`config.mk`:
```
export PLATFORM = sky130hd
export DESIGN_NAME = ohb_boot_decoder
export DESIGN_NICKNAME = d
export VERILOG_FILES = /design/src/design/ohb_boot_decoder.v /design/src/design/ohb_word_fetch.v
export VERILOG_INCLUDE_DIRS = /design/src /design/src/design
export SDC_FILE = /design/constraint.sdc
export NUM_CORES = 1
export LEC_CHECK = 0
export BUFFER_PORTS_ARGS = -buffer_cell sky130_fd_sc_hd__clkbuf_2
export CAP_MARGIN = 5
export CORE_UTILIZATION = 49
export CTS_BUF_LIST = sky130_fd_sc_hd__clkbuf_16
export DETAILED_ROUTE_END_ITERATION = 6
export PLACE_DENSITY = 0.78
export RECOVER_POWER = 100
export SYNTH_ARGS = -nofsm -noshare
export SYNTH_HDL_FRONTEND = slang
export SYNTH_SLANG_ARGS = --single-unit
```
`constraint.sdc`:
```
create_clock -name CLOCK_I -period 2.3 [get_ports CLOCK_I]
set_input_delay 0 -clock CLOCK_I [delete_from_list [all_inputs] [get_ports CLOCK_I]]
set_output_delay 0 -clock CLOCK_I [all_outputs]
set_load 0.005 [all_outputs]
```
`src/design/ohb_consts.vh`:
```
// constants for the configuration header boot decoder
`ifndef OHB_CONSTS_VH
`define OHB_CONSTS_VH
// header word byte addresses
`define OHB_ADDR_DBG_EN      15'h7FFC
`define OHB_ADDR_MIRROR_LEN  15'h7FF8
`define OHB_ADDR_DEV_ADDR0   15'h7FD4
`define OHB_ADDR_DEV_ADDR1   15'h7FD8
`define OHB_ADDR_SIG_SEL     15'h7FD0
`define OHB_ADDR_CAL_FLAGS   15'h7F78
`define OHB_ADDR_SLEEP_SRC   15'h7F74
`define OHB_ADDR_PACKAGE     15'h7F70
`define OHB_ADDR_TRIM_CRC    15'h7F0C
`define OHB_ADDR_IQ_TRIM     15'h7F08
`define OHB_ADDR_APP_MARK2   15'h7F04
`define OHB_ADDR_APP_MARK1   15'h7F00
// flag codes
`define OHB_CAL_DONE         16'hA5A5
`define OHB_CAL_NONE         16'h0000
`define OHB_CAL_VALID_MSB    5
`define OHB_CODE_00          8'h00
`define OHB_CODE_AA          8'hAA
`define OHB_CODE_55          8'h55
`define OHB_CODE_99          8'h99
`define OHB_CODE_FF          8'hFF
`define OHB_APP_MARK1_VAL    32'h1234A5A5
`define OHB_APP_MARK2_VAL    32'hA5A51234
// package encodings
`define OHB_PKG_CSP34        3'h0
`define OHB_PKG_QFN40        3'h1
`define OHB_PKG_QFN48        3'h2
`define OHB_PKG_BARE_DIE     3'h3
`define OHB_PKG_UNKNOWN      3'h4
// signature encodings
`define OHB_SIG_NONE         2'h0
`define OHB_SIG_MD5          2'h1
`define OHB_SIG_SHA1         2'h2
`define OHB_SIG_CRC32        2'h3
// apb register byte offsets
`define OHB_REG_CTRL         8'h00
`define OHB_REG_STATUS       8'h04
`define OHB_REG_CAL          8'h08
`define OHB_REG_MIRROR_LEN   8'h0C
`define OHB_REG_DEV_ADDR0    8'h10
`define OHB_REG_DEV_ADDR1    8'h14
`define OHB_REG_IQ_TRIM      8'h18
`define OHB_REG_TRIM_CRC     8'h1C
// ctrl bit positions and reset
`define OHB_CTRL_BOOT_GO     0
`define OHB_CTRL_RESET_VAL   32'h00000000
// header fetch count
`define OHB_FETCH_COUNT      4'hC
`endif

```
`src/design/ohb_boot_decoder.v`:
```
// header decoder and start-up stage sequencer
// What this block does
// RL1: calibration upper half A5A5 means calibrated, 0000 means none calibrated
// RL2: calibration bits 5..0 flag valid trims, bits 15..6 ignored
// RL3: sleep source word 00 selects crystal, AA selects precision RC
// RL4: package word 00 chip-scale, AA QFN40, 55 QFN48, 99 bare die
// RL5: byte codes must be repeated in all four bytes to match
// RL6: application present only when both marker words hold their values
// RL7: both markers match gives normal boot, else development boot
// RL8: debug enable word decides debug pin mapping, blank keeps it enabled
// RL9: debug word 00 keeps debug enabled, AA disables it
// RL10: length word gives 32-bit words for the mirroring engine
// RL11: device address comes from two words starting at 7FD4
// RL12: signature selector word picks algorithm, check is optional
// RL13: trim CRC word read and offered before trims are applied
// RL14: IQ trim word is loaded into radio configuration fields
// RL15: customer area and reserved words are never interpreted
// RL16: power sequencing, then mirroring, then boot code, strictly in order
// RL17: hardwired power stage enables regulators and waits for good supplies
// RL18: hardwired mirroring stage copies memory before processor starts
// RL19: boot code runs on power-up or hardware reset, not wake-up
// RL20: cold-start flag set at power-up tells cold start from wake-up
// RL21: unknown flag codes count as unset and take the default
// RL22: header memory is only read, never written
`timescale 1ns/10ps
`default_nettype none
`include "ohb_consts.vh"
module ohb_boot_decoder
(
  // clock and reset
  input  wire        CLOCK_I,
  input  wire        RST_N_I,
  // apb slave
  input  wire        PSEL_I,
  input  wire        PENABLE_I,
  input  wire        PWRITE_I,
  input  wire [7:0]  PADDR_I,
  input  wire [31:0] PWDATA_I,
  output reg  [31:0] PRDATA_O,
  output reg         PREADY_O,
  output reg         PSLVERR_O,
  // power sequencer and wake source
  input  wire        WAKE_REQ_I,
  input  wire        SUPPLY_GOOD_I,
  output reg         REG_EN_O,
  // programmable memory read port
  output reg         MEM_RD_O,
  output reg  [14:0] MEM_ADDR_O,
  input  wire        MEM_ACK_I,
  input  wire [31:0] MEM_RDATA_I,
  // mirroring engine
  output reg         MIRROR_START_O,
  output reg  [31:0] MIRROR_LEN_O,
  input  wire        MIRROR_DONE_I,
  // boot processor and decoded header
  output reg         CPU_RUN_O,
  output reg         NORMAL_MODE_O,
  output reg         DEBUG_EN_O,
  output reg         SLEEP_RC_SEL_O,
  output reg  [2:0]  PACKAGE_O,
  output reg  [1:0]  SIG_SEL_O,
  output reg  [31:0] IQ_TRIM_O
);

  // ********************
  // state codes
  // ********************
  localparam [2:0] ST_POWER  = 3'h0;
  localparam [2:0] ST_HEADER = 3'h1;
  localparam [2:0] ST_MIRROR = 3'h2;
  localparam [2:0] ST_WAITSW = 3'h3;
  localparam [2:0] ST_RUN    = 3'h4;
  localparam [2:0] ST_SLEEP  = 3'h5;

  // byte code replicated into a whole word
  function [31:0] rep4;
    input [7:0] b;
    begin
      rep4 = {b, b, b, b};
    end
  endfunction

  // header word address for each fetch slot
  function [14:0] slot_addr;
    input [3:0] s;
    begin
      case (s)
        4'h0:    slot_addr = `OHB_ADDR_DBG_EN;
        4'h1:    slot_addr = `OHB_ADDR_MIRROR_LEN;
        4'h2:    slot_addr = `OHB_ADDR_DEV_ADDR0;
        4'h3:    slot_addr = `OHB_ADDR_DEV_ADDR1;
        4'h4:    slot_addr = `OHB_ADDR_SIG_SEL;
        4'h5:    slot_addr = `OHB_ADDR_CAL_FLAGS;
        4'h6:    slot_addr = `OHB_ADDR_SLEEP_SRC;
        4'h7:    slot_addr = `OHB_ADDR_PACKAGE;
        4'h8:    slot_addr = `OHB_ADDR_TRIM_CRC;
        4'h9:    slot_addr = `OHB_ADDR_IQ_TRIM;
        4'hA:    slot_addr = `OHB_ADDR_APP_MARK2;
        default: slot_addr = `OHB_ADDR_APP_MARK1;
      endcase
    end
  endfunction

  // ********************
  // synchronisers
  // ********************
  reg [1:0] wake_s_q;
  reg [1:0] good_s_q;
  reg [1:0] mdone_s_q;
  always @(posedge CLOCK_I or negedge RST_N_I)
  begin
    if (!RST_N_I)
    begin
      wake_s_q  <= 2'h0;
      good_s_q  <= 2'h0;
      mdone_s_q <= 2'h0;
    end
    else
    begin
      wake_s_q  <= {wake_s_q[0], WAKE_REQ_I};
      good_s_q  <= {good_s_q[0], SUPPLY_GOOD_I};
      mdone_s_q <= {mdone_s_q[0], MIRROR_DONE_I};
    end
  end
  wire wake_s  = wake_s_q[1];
  wire good_s  = good_s_q[1];
  wire mdone_s = mdone_s_q[1];

  // ********************
  // header fetch
  // ********************
  reg  [2:0]  state_q;
  reg  [3:0]  slot_q;
  reg         fetch_go_q;
  wire        fetch_done;
  wire [31:0] fetch_data;
  wire        mem_rd;
  wire [14:0] mem_addr;

  // RL22 read only
  ohb_word_fetch u_fetch
  (
    .clk_i       (CLOCK_I),
    .rst_n_i     (RST_N_I),
    .start_i     (fetch_go_q),
    .addr_i      (slot_addr(slot_q)),
    .done_o      (fetch_done),
    .data_o      (fetch_data),
    .mem_rd_o    (mem_rd),
    .mem_addr_o  (mem_addr),
    .mem_ack_i   (MEM_ACK_I),
    .mem_rdata_i (MEM_RDATA_I)
  );

  // RL15 customer area skipped
  reg [31:0] dbg_w_q;
  reg [31:0] dev0_q;
  reg [31:0] dev1_q;
  reg [31:0] sig_w_q;
  reg [31:0] cal_w_q;
  reg [31:0] slp_w_q;
  reg [31:0] pkg_w_q;
  reg [31:0] crc_q;
  reg [31:0] mark2_q;
  reg [31:0] mark1_q;

  // ********************
  // decode
  // ********************
  // RL1 calibration summary
  wire cal_done = (cal_w_q[31:16] == `OHB_CAL_DONE);
  // RL2 per-trim valid flags, reserved bits dropped
  wire [5:0] cal_valid = cal_done ? cal_w_q[`OHB_CAL_VALID_MSB:0] : 6'h00;
  // RL6 application marker check
  wire app_ok = (mark1_q == `OHB_APP_MARK1_VAL) && (mark2_q == `OHB_APP_MARK2_VAL);
  // RL9 debug only off for the replicated AA code
  wire dbg_off = (dbg_w_q == rep4(`OHB_CODE_AA));

  reg [2:0] pkg_dec;
  reg [1:0] sig_dec;
  always @*
  begin
    // RL4 package codes, RL5 replicated compare
    if (pkg_w_q == rep4(`OHB_CODE_00))
      pkg_dec = `OHB_PKG_CSP34;
    else if (pkg_w_q == rep4(`OHB_CODE_AA))
      pkg_dec = `OHB_PKG_QFN40;
    else if (pkg_w_q == rep4(`OHB_CODE_55))
      pkg_dec = `OHB_PKG_QFN48;
    else if (pkg_w_q == rep4(`OHB_CODE_99))
      pkg_dec = `OHB_PKG_BARE_DIE;
    else
      pkg_dec = `OHB_PKG_UNKNOWN;
    // RL12 signature selector, unknown means none
    if (sig_w_q == rep4(`OHB_CODE_AA))
      sig_dec = `OHB_SIG_MD5;
    else if (sig_w_q == rep4(`OHB_CODE_55))
      sig_dec = `OHB_SIG_SHA1;
    else if (sig_w_q == rep4(`OHB_CODE_FF))
      sig_dec = `OHB_SIG_CRC32;
    else
      sig_dec = `OHB_SIG_NONE;
  end

  // ********************
  // control state
  // ********************
  reg cold_q;
  reg boot_go_q;
  reg hdr_valid_q;
  reg [31:0] len_q;
  reg [31:0] iq_q;

  // apb write strobe, access phase with zero wait states
  wire apb_wr = PSEL_I && PENABLE_I && PWRITE_I;
  wire boot_go_wr = apb_wr && (PADDR_I == `OHB_REG_CTRL) && PWDATA_I[`OHB_CTRL_BOOT_GO];

  always @(posedge CLOCK_I or negedge RST_N_I)
  begin
    if (!RST_N_I)
    begin
      state_q     <= ST_POWER;
      slot_q      <= 4'h0;
      fetch_go_q  <= 1'b0;
      // RL20 cold start marked by reset
      cold_q      <= 1'b1;
      boot_go_q   <= 1'b0;
      hdr_valid_q <= 1'b0;
      dbg_w_q     <= 32'h00000000;
      len_q       <= 32'h00000000;
      dev0_q      <= 32'h00000000;
      dev1_q      <= 32'h00000000;
      sig_w_q     <= 32'h00000000;
      cal_w_q     <= 32'h00000000;
      slp_w_q     <= 32'h00000000;
      pkg_w_q     <= 32'h00000000;
      crc_q       <= 32'h00000000;
      iq_q        <= 32'h00000000;
      mark2_q     <= 32'h00000000;
      mark1_q     <= 32'h00000000;
    end
    else
    begin
      fetch_go_q <= 1'b0;
      if (boot_go_wr)
        boot_go_q <= 1'b1;
      case (state_q)
        // RL17 regulators on, wait for good supplies
        ST_POWER:
        begin
          if (good_s)
          begin
            // RL16 header is read before mirroring starts
            state_q    <= ST_HEADER;
            slot_q     <= 4'h0;
            fetch_go_q <= 1'b1;
          end
        end
        ST_HEADER:
        begin
          if (fetch_done)
          begin
            case (slot_q)
              4'h0:    dbg_w_q <= fetch_data;
              // RL10 mirroring length
              4'h1:    len_q   <= fetch_data;
              // RL11 device address pair
              4'h2:    dev0_q  <= fetch_data;
              4'h3:    dev1_q  <= fetch_data;
              4'h4:    sig_w_q <= fetch_data;
              4'h5:    cal_w_q <= fetch_data;
              4'h6:    slp_w_q <= fetch_data;
              4'h7:    pkg_w_q <= fetch_data;
              // RL13 crc kept for software check
              4'h8:    crc_q   <= fetch_data;
              // RL14 radio IQ trim
              4'h9:    iq_q    <= fetch_data;
              4'hA:    mark2_q <= fetch_data;
              default: mark1_q <= fetch_data;
            endcase
            if (slot_q == `OHB_FETCH_COUNT - 4'h1)
            begin
              state_q     <= ST_MIRROR;
              hdr_valid_q <= 1'b1;
            end
            else
            begin
              slot_q     <= slot_q + 4'h1;
              fetch_go_q <= 1'b1;
            end
          end
        end
        // RL18 hardware copy finishes before the processor runs
        ST_MIRROR:
        begin
          if (mdone_s)
          begin
            // RL19 wake-up skips the boot code stage
            if (cold_q)
              state_q <= ST_WAITSW;
            else
              state_q <= ST_RUN;
          end
        end
        ST_WAITSW:
        begin
          if (boot_go_q)
          begin
            state_q <= ST_RUN;
            cold_q  <= 1'b0;
          end
        end
        ST_RUN:
        begin
          if (wake_s)
            state_q <= ST_SLEEP;
        end
        ST_SLEEP:
        begin
          // wake path reruns the power stage, cold flag stays clear
          if (!wake_s)
            state_q <= ST_POWER;
        end
        default:
          state_q <= ST_POWER;
      endcase
    end
  end

  // ********************
  // registered outputs
  // ********************
  always @(posedge CLOCK_I or negedge RST_N_I)
  begin
    if (!RST_N_I)
    begin
      REG_EN_O       <= 1'b0;
      MEM_RD_O       <= 1'b0;
      MEM_ADDR_O     <= 15'h0000;
      MIRROR_START_O <= 1'b0;
      MIRROR_LEN_O   <= 32'h00000000;
      CPU_RUN_O      <= 1'b0;
      NORMAL_MODE_O  <= 1'b0;
      DEBUG_EN_O     <= 1'b1;
      SLEEP_RC_SEL_O <= 1'b0;
      PACKAGE_O      <= `OHB_PKG_UNKNOWN;
      SIG_SEL_O      <= `OHB_SIG_NONE;
      IQ_TRIM_O      <= 32'h00000000;
    end
    else
    begin
      // RL17 regulators held on outside sleep
      REG_EN_O       <= (state_q != ST_SLEEP);
      MEM_RD_O       <= mem_rd;
      MEM_ADDR_O     <= mem_addr;
      // RL16 mirroring only after header fetch
      MIRROR_START_O <= (state_q == ST_MIRROR);
      MIRROR_LEN_O   <= len_q;
      CPU_RUN_O      <= (state_q == ST_RUN) || (state_q == ST_WAITSW);
      // RL7 normal boot only with both markers
      NORMAL_MODE_O  <= hdr_valid_q && app_ok;
      // RL8 blank or unknown keeps debug on
      DEBUG_EN_O     <= !(hdr_valid_q && dbg_off);
      // RL3 RL21 only replicated AA selects the RC
      SLEEP_RC_SEL_O <= hdr_valid_q && (slp_w_q == rep4(`OHB_CODE_AA));
      PACKAGE_O      <= pkg_dec;
      SIG_SEL_O      <= sig_dec;
      IQ_TRIM_O      <= iq_q;
    end
  end

  // ********************
  // apb read side
  // ********************
  reg [31:0] rd_mux;
  reg        rd_bad;
  always @*
  begin
    rd_bad = 1'b0;
    case (PADDR_I)
      `OHB_REG_CTRL:       rd_mux = {31'h0, boot_go_q};
      `OHB_REG_STATUS:     rd_mux = {21'h0, sig_dec, pkg_dec, dbg_off,
                                     slp_w_q == rep4(`OHB_CODE_AA), app_ok,
                                     cold_q, hdr_valid_q, state_q[0]};
      `OHB_REG_CAL:        rd_mux = {cal_done, cal_w_q[31:16] == `OHB_CAL_NONE,
                                     24'h000000, cal_valid};
      `OHB_REG_MIRROR_LEN: rd_mux = len_q;
      `OHB_REG_DEV_ADDR0:  rd_mux = dev0_q;
      `OHB_REG_DEV_ADDR1:  rd_mux = dev1_q;
      `OHB_REG_IQ_TRIM:    rd_mux = iq_q;
      `OHB_REG_TRIM_CRC:   rd_mux = crc_q;
      default:
      begin
        rd_mux = 32'h00000000;
        rd_bad = 1'b1;
      end
    endcase
  end

  // answer in the cycle after setup, so access phase is one cycle
  always @(posedge CLOCK_I or negedge RST_N_I)
  begin
    if (!RST_N_I)
    begin
      PRDATA_O  <= 32'h00000000;
      PREADY_O  <= 1'b0;
      PSLVERR_O <= 1'b0;
    end
    else
    begin
      PREADY_O  <= PSEL_I && !PENABLE_I;
      PSLVERR_O <= PSEL_I && !PENABLE_I && rd_bad;
      if (PSEL_I && !PENABLE_I && !PWRITE_I)
        PRDATA_O <= rd_mux;
    end
  end

endmodule // ohb_boot_decoder
`default_nettype wire

```
`src/design/ohb_word_fetch.v`:
```
// one-word read requester toward the programmable memory
`timescale 1ns/10ps
`default_nettype none
`include "ohb_consts.vh"
module ohb_word_fetch
(
  // clock and reset
  input  wire        clk_i,
  input  wire        rst_n_i,
  // request from the sequencer
  input  wire        start_i,
  input  wire [14:0] addr_i,
  output reg         done_o,
  output reg  [31:0] data_o,
  // memory read port, read only
  output reg         mem_rd_o,
  output reg  [14:0] mem_addr_o,
  input  wire        mem_ack_i,
  input  wire [31:0] mem_rdata_i
);

  // read strobe held until the memory acknowledges
  always @(posedge clk_i or negedge rst_n_i)
  begin
    if (!rst_n_i)
    begin
      done_o     <= 1'b0;
      data_o     <= 32'h00000000;
      mem_rd_o   <= 1'b0;
      mem_addr_o <= 15'h0000;
    end
    else
    begin
      done_o <= 1'b0;
      if (start_i && !mem_rd_o)
      begin
        mem_rd_o   <= 1'b1;
        mem_addr_o <= addr_i;
      end
      else if (mem_rd_o && mem_ack_i)
      begin
        mem_rd_o <= 1'b0;
        data_o   <= mem_rdata_i;
        done_o   <= 1'b1;
      end
    end
  end

endmodule // ohb_word_fetch
`default_nettype wire

```
==> metrics list, run 1 <==
- The detailed router used layers up to and including met4.
* Startpoint-to-endpoint class of the critical path: in -> reg
- The final number of max-transition violations came to 0.
* Period utilisation layout: 0.958
* Clock buffer count from CTS: 52
* Post-layout min period: 2.20 ns
- At the end of the flow, the number of nets in the layout was 1,767.
* Total length of routed met2 wires: 25.7 mm
- Clock-pin slew was measured on the worst setup and hold paths at 0.06 ns.
- After floorplanning, the core was sized to cover 43,400 µm².
- The via count of the first global-routing pass came to 14,071.
* Commonest non-fill, non-tap cell in the layout: sky130_fd_sc_hd__dfrtp_1
- Unrepaired setup endpoints after global routing: no
- For this design, the sink count on the clock tree is 547.
- Max-cap violations in this run came to 0.
- The checks that failed: DRC.
- GP Congestion: 0.860
* Nature of the critical path startpoint: input pin
* VDD IR-drop max: 0.614 mV
- The routed layout has 13,449 vias.
* Kind of path behind the tightest hold check: in -> async
- Kind of capture point of the worst setup path: flip-flop
- Before CTS, the worst setup slack after placement is 0.0915 ns.
- EDFF count, synth: 0
* Floorplan row count: 76
- Antenna viol nets, final: 0
- Dividing the detail-routed wire length by the instance count gives 22.3 µm.
- Ys flop type: sky130_fd_sc_hd__dfrtp_1
* Cell area reported after detailed placement: 23,200 µm²
- Across every metal layer, demand over resource in global routing totals 0.233.
* Reg2reg path depth: 6
* Share of async-settable or async-resettable flops after synthesis: 1.00
- Measured against its own limit, the worst slew margin works out to 0.156.
- The longest clock path from root to sink contains 3 buffers.
- The die is 212 µm wide.
* Antenna violations before repair: 1
- Maximum frequency from static timing analysis: 454 MHz
- Area growth, synth to finish: 15.1%
- Reg-to-reg endpoint: dev0_q[10]$_DFFE_PN0P_
* Part of the Yosys area used for sequential elements: 0.631
* Height of the die: 212 µm
* Number of ports placed on the die boundary: 206
- Number of distinct library cell variants in the gate-level netlist after synthesis: 63
- Pin count of the biggest net entering global routing: 79
- Critical path fanouts, max: 24
- Across all setup checks in the final design, the least slack found is 0.0962 ns.
- Mean post-synth cell area: 14.8 µm²
- For the worst-skew pair, the clock arrives at the later sink with an insertion delay of 0.57 ns.
* Result of the run: finished with violations
- In the routed layout, each cell is associated on average with a via count of 5.82.
- DRC violation count after routing: 6
- Final HPWL from detailed placement: 33.3 mm
- After routing, the total negative slack on setup checks comes to 0 ns.
* Number of detailed-routing iterations run before antenna repair: 7
- Setup violations remaining at the end of the flow were counted as 0.
- Counting flops and latches in the post-synthesis netlist gives 547.
- Met1 Routed Length: 21.4 mm
* Max Clock Skew: 0.0181 ns
- Setup slack on the worst reg-to-reg path comes out at 0.1 ns.
- The initial utilization of the core area, before any placement, comes to 0.500.
- The detailed router finished its first iteration with 1,121 violations.
- In the final layout, the share of cells above drive strength 1 is 0.299.
* Wire length of the first global-routing pass: 80.4 mm
- After routing the design area is 25,000 µm².
- Data on the critical path is required at its endpoint by 2.78 ns.
- Met3 wire length: 2.87 mm
- The cell area that synthesis handed to floorplanning was 21,700 µm².
- Clock tree from TritonCTS: done
* Arrival time of the worst setup path: 2.69 ns
- Final Hold Viols: 0
* Clk Tree Root Cell: sky130_fd_sc_hd__clkbuf_16
- In this run the number of H-tree levels came out at 2.
- The floorplan step defined a die boundary enclosing 45,100 µm².
- Wire length after detailed routing: 51.5 mm
- Measured slew at the worst slew-check pin: 1.27 ns
* Number of warnings issued by yosys: 0
- Number of port buffers: 172
- Commonest non-fill, non-tap cells in the layout: sky130_fd_sc_hd__dfrtp_1, sky130_fd_sc_hd__mux2_2, sky130_fd_sc_hd__clkbuf_1
* Cells after synthesis: 1,468
* Leakage power figure: 12.1 nW
* R2r startpoint: slot_q[0]$_DFFE_PN0P_
- Remaining global-route overflow: 0
* Power density relative to cell area: 1010 nW/µm²
[per-layer routing]
metal / GRT usage / vias up
met5: 0 / -
met4: 0.0772 / 0
met3: 0.0402 / 98
met2: 0.393 / 462
met1: 0.305 / 7091
li1: - / 5798
[cells by family after synthesis]
family | count (synthesis) | share of synthesized area
buffers and inverters | 124 | 0.0297
multiplexers | 422 | 0.220
AND/OR/NAND/NOR | 228 | 0.0689
XOR/XNOR | 2 | 0.000808
other | 1 | 0.000173
adder cells (fa/ha/maj) | 5 | 0.00288
flip-flops | 547 | 0.631
AO/OA/AOI/OAI | 139 | 0.0462
[per-stage QoR]
| step | total power, mW | cells | utilization | hold slack (ns) |
|---|---|---|---|---|
| floorplan | 15.4 | 1469 | - | -0.296 |
| global placement | 17.4 | 2166 | 0.535 | 0.0382 |
| detailed placement | 17.7 | 2166 | 0.535 | 0.0447 |
| CTS | 25.5 | 2310 | 0.582 | 0.0179 |
| global route | 26.4 | 2311 | 0.575 | 0.0502 |
| finish | 25.3 | 2312 | 0.575 | 0.00591 |
[critical path, stage by stage]
cell	delay, ns
sky130_fd_sc_hd__dlygate4sd3_1	0.64
sky130_fd_sc_hd__clkbuf_1	0.20
sky130_fd_sc_hd__clkbuf_2	0.61
sky130_fd_sc_hd__and4_1	0.32
sky130_fd_sc_hd__clkbuf_1	0.43
sky130_fd_sc_hd__a32oi_1	0.13
sky130_fd_sc_hd__a31o_2	0.28
sky130_fd_sc_hd__o31ai_1	0.06
[where the power goes]
part / internal [mW] / switching (mW)
clock network: 4.28 / 3.55
registers: 11.6 / 2.51
logic: 1.92 / 1.46
[cell type report]
| type | count | area, µm² |
|---|---|---|
| Fill cell | 3363 | 18400 |
| Sequential cell | 547 | 13700 |
| Multi-Input combinational cell | 798 | 7360 |
| Timing Repair Buffer | 272 | 1580 |
| Clock buffer | 53 | 1330 |
| Tap cell | 585 | 732 |
| Clock inverter | 45 | 226 |
| Inverter | 10 | 37.5 |
| Antenna cell | 2 | 5.00 |
[worst max path at each step]
stage	from	end	slack (ns)	cells past startpoint
2_1_floorplan	slot_q[0]$_DFFE_PN0P_	mark1_q[10]$_DFFE_PN0P_	0.25	7
3_3_place_gp	slot_q[1]$_DFFE_PN0P_	mark1_q[23]$_DFFE_PN0P_	0.17	7
3_5_place_dp	slot_q[0]$_DFFE_PN0P_	mark1_q[15]$_DFFE_PN0P_	0.09	7
4_1_cts	slot_q[0]$_DFFE_PN0P_	mark1_q[11]$_DFFE_PN0P_	0.08	7
5_1_grt	state_q[2]$_DFFE_PN0P_	len_q[1]$_DFFE_PN0P_	0.03	6
6_report	PADDR_I[3]	PRDATA_O[8]$_DFFE_PN0P_	0.1	8
[cell usage after synthesis, drive strengths merged (3+ instances only)]
cell type    n  share of area
buf         72          0.021
nor4        28         0.0096
nor2b        9         0.0026
a32oi        3         0.0012
mux4         3         0.0031
nand4       26         0.0075
a21oi       36         0.0083
dfstp        3         0.0036
mux2       407           0.21
nor2        32         0.0055
nor3         8         0.0031
a222oi      24          0.011
mux2i       12         0.0055
nand3b       4         0.0014
and3         3        0.00092
a32o         3         0.0014
o21ai       25         0.0058
nor3b        4         0.0018
a22oi        3         0.0010
and2         6         0.0017
or3          4         0.0012
a221o        3         0.0014
nand3        8         0.0021
nor4b        7         0.0042
a221oi      21         0.0085
o221ai       3         0.0012
inv         10         0.0017
ha           5         0.0029
nand2b       7         0.0020
dfrtp      544           0.63
nand2       43         0.0079
nor4bb      25          0.012
clkbuf      42         0.0073
a31oi        5         0.0014
and4        11         0.0044
[registers in the layout (all words and copies together), names as in the netlist, 3 cells and up]
| register | flops |
|---|---|
| sig_w_q | 32 |
| IQ_TRIM_O | 32 |
| PRDATA_O | 32 |
| len_q | 32 |
| mark1_q | 32 |
| MIRROR_LEN_O | 32 |
| pkg_w_q | 32 |
| dbg_w_q | 32 |
| PACKAGE_O | 3 |
| cal_w_q | 22 |
| MEM_ADDR_O | 6 |
| slot_q | 4 |
| slp_w_q | 32 |
| u_fetch.data_o | 32 |
| dev0_q | 32 |
| state_q | 3 |
| u_fetch.mem_addr_o | 6 |
| crc_q | 32 |
| dev1_q | 32 |
| iq_q | 32 |
| mark2_q | 32 |
[what timing repair did]
action	in CTS	in global routing
hold buffers	46	0
setup endpoints to repair	0	32
endpoints found under the hold margin	555	0
resized for setup	0	2
buffers inserted	0	0
Power figures use the tool's default switching activity.
==> run 2: changes to the inputs <==
Settings changed: MAX_ROUTING_LAYER set to met4.
==> metrics list, run 2 (synthesis results as in run 1) <==
- The flow ran to the end, and the final reports show no timing, DRC or antenna violations.
- The worst register-to-register path ends at dev0_q[8]$_DFFE_PN0P_.
- The data required time at the worst endpoint is 2.75 ns (-0.03 ns).
- The number of nets still failing antenna checks after routing is 0 (unchanged).
- Final Hold Viols: 0 (unchanged)
* Area growth, synth to finish: 15.1% (about the same)
* Relative slew margins: 0.166 (+0.0101)
- The pin count of the biggest net entering global routing was 79 (unchanged).
- CTS sink cnt: 547 (unchanged)
- VDD IR-drop max: 0.617 mV (+0.48%)
- The final number of max-transition violations is 0 (unchanged).
- Post-layout nets: 1,767 (unchanged)
- Max Buffers Root-to-Sink: 3 (unchanged)
* Post-CTS Setup Repair Bufs: 0 (unchanged)
- Height of the die: 212 µm (unchanged)
- The via count of the routed design came to 13,416 (-0.25%).
- Share of final-layout standard cells stronger than drive strength 1: 0.299 (unchanged)
- Critical path fanouts, max: 11 (-54%)
- Max-cap violations: 0 (unchanged)
- The routed metal-1 wire length is 21.3 mm (-0.80%).
- The estimated wirelength of the detail-placed design was 33.3 mm (unchanged).
- Wire length of the first global-routing pass: 80.4 mm (unchanged)
- Kind of path behind the tightest hold check: in -> async
- Leaving out fill and tap cells, the most frequent cells in the layout are sky130_fd_sc_hd__dfrtp_1, sky130_fd_sc_hd__mux2_2, sky130_fd_sc_hd__clkbuf_1.
- The area enclosed by the die boundary came to 45,100 µm² (unchanged).
- Max Clock Skew: 0.0198 ns (+0.00170 ns)
- Wire length per cell: 22.3 µm (about the same)
- Kind of capture point of the worst setup path: flip-flop
- The leakage component of the power came to 12.1 nW (unchanged).
* Most common cell type on the critical path: sky130_fd_sc_hd__inv_1
- FILL cells: 3,364 (+0.030%)
- Power density relative to cell area: 1010 nW/µm² (about the same)
- Period utilisation layout: 0.958 (about the same)
- The library cell used most frequently in the layout, excluding fill and tap cells, is sky130_fd_sc_hd__dfrtp_1.
* Top metal layer carrying routed signals: met4
* Total global routing track utilization: 0.240 (+0.00713)
- Clk Tree Root Cell: sky130_fd_sc_hd__clkbuf_16
- The critical path is of the reg -> reg type.
- In this run the critical register-to-register path is launched from slot_q[0]$_DFFE_PN0P_.
- Maximum frequency from static timing analysis: 454 MHz (about the same)
- The number of buffers added by the clock tree synthesis step was 52 (unchanged).
- The total length of routed met2 wires was 25.8 mm (+0.35%).
* DRC violation count after routing: 0 (-6)
- Remaining global-route overflow: 0 (unchanged)
* Slowest stage delay, CP: 0.44 ns (-0.20 ns)
- The core area was 43,400 µm² (unchanged).
- The via count of the first global-routing pass came to 14,056 (-0.11%).
* Later-pin clock latency in the skew report: 0.58 ns (about the same)
* Effective utilization at floorplan: 0.500 (unchanged)
- Nature of the critical path startpoint: flip-flop
- Among all stages on the critical path, the largest delay is contributed by sky130_fd_sc_hd__dfrtp_1.
* Clock transition at the register clock pins on the worst setup and hold paths after CTS: 0.06 ns (about the same)
- The aggregate negative setup slack was 0 ns (unchanged).
- The first-pass detailed-route iteration total came to 6 (-1).
* Antenna violations before repair: 1 (unchanged)
* GP Congestion: 0.874 (+1.6%)
- The number of vias per cell came to 5.81 (-0.20%).
* Max H-tree Level: 2 (unchanged)
- Wire length after detailed routing: 51.5 mm (about the same)
- Setup repair after global routing left no endpoint under its margin.
- The transition at the pin with the smallest max-transition slack is 1.25 ns (-0.0151 ns).
* DRC violation total after the first TritonRoute iteration: 1,137 (+1.4%)
- The critical path data arrival time was 2.66 ns (-0.03 ns).
- TritonCTS built the clock tree.
- Worst setup slack for register-to-register paths: 0.1 ns (about the same)
* Worst-path cell chain: inv_1 > ha_1 > inv_1 > nor4_2 > buf_4 > mux2_2
- The final count of negative-setup-slack endpoints is 0 (unchanged).
- The clock period minus worst slack is 2.20 ns (-0.00104 ns).
- The share of the core filled with cells in the final layout is 0.575 (about the same).
- The depth of the worst register-to-register path was 6 (unchanged).
- The number of I/O pins came to 206 (unchanged).
- Horizontal die dimension: 212 µm (unchanged)
- Met3 wire length: 2.92 mm (+1.5%)
- Floorplan row count: 76 (unchanged)
- Number of port buffers: 172 (unchanged)
==> run 2: changes by cell type in the layout (fill, tap and decap cells not counted), sizes merged <==
| cell | previous run | this run |
|---|---|---|
| diode | 2 | 1 |
==> run 2: metal layers <==
layer / GRT usage / vias up
li1: - / 5792
met1: 0.305 / 7093
met2: 0.392 / 429
met3: 0.0403 / 102
met4: 0.0772 / 0
met5: - / -
==> run 2: repair_timing <==
action | CTS | global route
hold buffers | 46 | 0
hold endpoints to repair | 555 | 0
setup endpoints to repair | 0 | 32
resized for setup | 0 | 2
==> run 2: power by group <==
group | internal (mW) | total (mW) | switching [mW]
combinational | 1.92 | 3.38 | 1.45
sequential | 11.6 | 14.1 | 2.51
clock | 4.28 | 7.83 | 3.55
==> run 2: worst max-delay path by stage <==
stage	end	start	cells after the start
2_1_floorplan	mark1_q[10]$_DFFE_PN0P_	slot_q[0]$_DFFE_PN0P_	7
3_3_place_gp	mark1_q[23]$_DFFE_PN0P_	slot_q[1]$_DFFE_PN0P_	7
6_report	dev0_q[8]$_DFFE_PN0P_	slot_q[0]$_DFFE_PN0P_	6
5_1_grt	len_q[1]$_DFFE_PN0P_	state_q[2]$_DFFE_PN0P_	6
4_1_cts	mark1_q[11]$_DFFE_PN0P_	slot_q[0]$_DFFE_PN0P_	7
3_5_place_dp	mark1_q[15]$_DFFE_PN0P_	slot_q[0]$_DFFE_PN0P_	7
==> run 2: layout make-up <==
type / instances / area (µm²) / share of cell area
flip-flops and latches: 547 / 13700 / 0.549
multi-input cells: 798 / 7360 / 0.295
repair buffers: 272 / 1580 / 0.0632
clock buffers: 53 / 1330 / 0.0532
well taps: 585 / 732 / 0.0293
clock inverters: 45 / 226 / 0.00908
inverters: 10 / 37.5 / 0.00150
diodes: 1 / 2.50 / 0.000100
==> run 2: worst max-delay path: cells and delay by family (launching register included) <==
family | cells | cell delay, ns
fa+ha+maj | 1 | 0.28
buf+inv | 3 | 0.58
flops | 1 | 0.44
mux | 1 | 0.38
simple gates | 1 | 0.41
==> run 2: stage by stage <==
step	cells	setup slack, ns	instance area, µm²	power (mW)	hold WS (ns)
after floorplan	1469	0.248	21700	15.4	-0.296
after global placement	2166	0.172	23200	17.4	0.0382
after detailed placement	2166	0.0915	23200	17.7	0.0447
after CTS	2310	0.0813	25200	25.5	0.0179
after global routing	2311	0.0252	25000	26.4	0.0502
final	2311	0.0973	25000	25.3	0.00152
==> run 3: changes to the inputs <==
Clock period 2.3 ns to 2.1 ns, I/O delays scaled along.
==> metrics list, run 3 (synthesis results as in run 1) <==
* Result of the run: finished, final reports clean
- Measured slew at the worst slew-check pin: 1.24 ns (-0.0132 ns)
* Number of detailed-routing iterations run before antenna repair: 7 (+1)
- The quantity of I/O buffers inserted on ports is 172 (unchanged).
* Post-layout nets: 1,778 (+0.62%)
- Reg-to-reg endpoint: len_q[9]$_DFFE_PN0P_
* Max Buffers Root-to-Sink: 3 (unchanged)
- The number of I/O pins came to 206 (unchanged).
- Horizontal die dimension: 212 µm (unchanged)
- For hold timing, the worst endpoint is PSLVERR_O$_DFF_PN0_.
* Total number of vias: 13,543 (+0.95%)
* Leakage power figure: 12.2 nW (+0.86%)
- Leaving out fill and tap cells, the most frequent cells in the layout are sky130_fd_sc_hd__dfrtp_1, sky130_fd_sc_hd__mux2_2, sky130_fd_sc_hd__clkbuf_1.
- The tightest slew margin relative to the limit is 0.175 (+0.00882).
- The aggregate negative setup slack came to 0 ns (unchanged).
- Data required, critical path: 2.55 ns (-0.20 ns)
- Clock tree from TritonCTS: done
- Share of final-layout standard cells stronger than drive strength 1: 0.310 (+0.0113)
- The met2 layer usage reported by global route is 0.407 (+0.0143).
- The total congestion overflow after global routing is 0 (unchanged).
* Worst slack at placement: 0.0160 ns (-0.0755 ns)
* Setup slack of the critical path after layout: 0.106 ns (+0.00863 ns)
- Clock buffer count from CTS: 51 (-1.9%)
- The area growth from synthesis to layout is 16.5%.
* Floorplan core area: 43,400 µm² (unchanged)
- Period utilisation layout: 0.950 (-0.00814)
- DRC violation total after the first TritonRoute iteration: 1,183 (+4.0%)
- Startpoint-to-endpoint class of the critical path: reg -> reg
- The number of max-cap violations was 0 (unchanged).
- Worst setup slack for register-to-register paths: 0.11 ns (about the same)
- Total global routing track utilization: 0.247 (+0.00710)
* Final HPWL from detailed placement: 33.8 mm (+1.5%)
- The via count of the first global-routing pass was 14,382 (+2.3%).
- Max H-tree Level: 2 (unchanged)
* Power density relative to cell area: 1120 nW/µm² (+11%)
* DRC violation count after routing: 0 (unchanged)
- Depth of the worst hold-timing path: 4
* Maximum frequency from static timing analysis: 501 MHz (+10%)
- The global-route wire length before repair is 82.6 mm (+2.7%).
- The number of sinks driven by the clock tree came to 547 (unchanged).
* Met1 routing resource usage after global routing: 0.308 (+0.00284)
- Height of the die: 212 µm (unchanged)
* VDD IR-drop max: 0.599 mV (-3.0%)
* Max Slew Vio Count: 0 (unchanged)
* Start point of the worst hold path: PADDR_I[6]
* Nature of the critical path startpoint: flip-flop
- Critical path fanouts, max: 11 (unchanged)
* Kind of capture point of the worst setup path: flip-flop
- Met3 GRT Util: 0.0391 (-0.00118)
* Kind of path behind the tightest hold check: in -> reg
- The clock-pin slew on the worst setup and hold paths was 0.06 ns (about the same).
* Commonest non-fill, non-tap cell in the layout: sky130_fd_sc_hd__dfrtp_1
* Clk Tree Root Cell: sky130_fd_sc_hd__clkbuf_16
- The number of antenna violations at the first check in global routing was 1 (unchanged).
* Vias per std cell: 5.84 (+0.56%)
- Effective utilization at floorplan: 0.500 (unchanged)
- The number of inserted filler cells in the final layout was 3,316 (-1.4%).
- The layer flagged by global routing as most heavily used is met2.
- The critical path data arrival time came to 2.44 ns (-0.22 ns).
* Floorplan row count: 76 (unchanged)
- Post-layout min period: 1.99 ns (-0.209 ns)
- The average wire per cell in the routed design came to 22.8 µm (+2.5%).
- The final wirelength was 52.9 mm (+2.9%).
- Unrepaired setup endpoints after global routing: no
* R2r startpoint: state_q[2]$_DFFE_PN0P_
- The clock latency on the worst-skew pair is 0.58 ns (about the same).
- The pin count of the biggest net entering global routing was 103 (+30%).
- The number of hold-slack violations in the final timing report was 0 (unchanged).
- The depth of the worst register-to-register path came to 6 (unchanged).
- Total of endpoints with negative setup slack in the final report: 0 (unchanged)
- Antenna viol nets, final: 0 (unchanged)
* Max Clock Skew: 0.0133 ns (-0.00656 ns)
* GP Congestion: 0.871 (-0.40%)
- The area enclosed by the die boundary came to 45,100 µm² (unchanged).
-- run 3: cell count changes in the layout (fill, tap and decap cells not counted), sizes merged --
cell and delta:
clkinv +3, bufinv +4, clkbuf -5, buf +20, dlygate4sd3 -3, clkinvlp +1
diode +1, inv -12
-- run 3: how the worst max path moves through the flow --
stage / to / cells after the start / from
after floorplan: mark1_q[10]$_DFFE_PN0P_ / 7 / slot_q[0]$_DFFE_PN0P_
after global placement: mark1_q[16]$_DFFE_PN0P_ / 7 / slot_q[1]$_DFFE_PN0P_
after detailed placement: mark1_q[18]$_DFFE_PN0P_ / 7 / slot_q[1]$_DFFE_PN0P_
after CTS: mark1_q[3]$_DFFE_PN0P_ / 8 / slot_q[0]$_DFFE_PN0P_
after global routing: mark1_q[2]$_DFFE_PN0P_ / 8 / slot_q[0]$_DFFE_PN0P_
final: len_q[9]$_DFFE_PN0P_ / 6 / state_q[2]$_DFFE_PN0P_
-- run 3: per-layer routing --
layer  routed length, µm  share of wire
met5                   0              0
met2               26600           0.50
met1               21700           0.41
met4                1660          0.031
met3                2940          0.056
-- run 3: layout make-up --
class | count | area (µm²) | area share
flip-flops and latches | 547 | 13700 | 0.542
inverters | 10 | 37.5 | 0.00149
multi-input cells | 798 | 7370 | 0.292
clock inverters | 41 | 314 | 0.0124
repair buffers | 284 | 1770 | 0.0703
clock buffers | 53 | 1330 | 0.0525
well taps | 585 | 732 | 0.0290
diodes | 2 | 5.00 | 0.000198
-- run 3: through the flow --
step / hold slack, ns / power, mW / utilization / instance area, µm² / cells
6_report: 0.0316 / 28.4 / 0.582 / 25300 / 2320
3_3_place_gp: -0.0548 / 19.1 / 0.540 / 23400 / 2176
5_1_grt: 0.0586 / 29.5 / 0.582 / 25300 / 2318
3_5_place_dp: -0.0473 / 19.4 / 0.540 / 23400 / 2176
2_1_floorplan: -0.296 / 16.9 / - / 21700 / 1469
4_1_cts: 0.00451 / 28.6 / 0.589 / 25600 / 2317
-- run 3: critical path: stages (launching register included) --
cell                      delay [ns]
sky130_fd_sc_hd__dfrtp_1        0.37
sky130_fd_sc_hd__nor2_1         0.16
sky130_fd_sc_hd__nand3_2        0.21
sky130_fd_sc_hd__nor3_2         0.21
sky130_fd_sc_hd__and2_0         0.28
sky130_fd_sc_hd__buf_4          0.27
sky130_fd_sc_hd__mux2_2         0.37
-- run 3: timing repair --
action | 4_1_cts | 5_1_grt
endpoints found under the hold margin | 451 | 0
buffers inserted | 2 | 0
setup endpoints to repair | 1 | 35
gates resized for setup | 1 | 7
hold buffers | 44 | 0
pin swaps | 1 | 1
cloned | 1 | 1
-- run 3: power by group --
group          total, mW  switching, mW  internal, mW
clock network       9.08           3.91          5.17
logic               3.86           1.67          2.18
registers           15.4           2.75          12.7
total               28.4           8.34          20.0
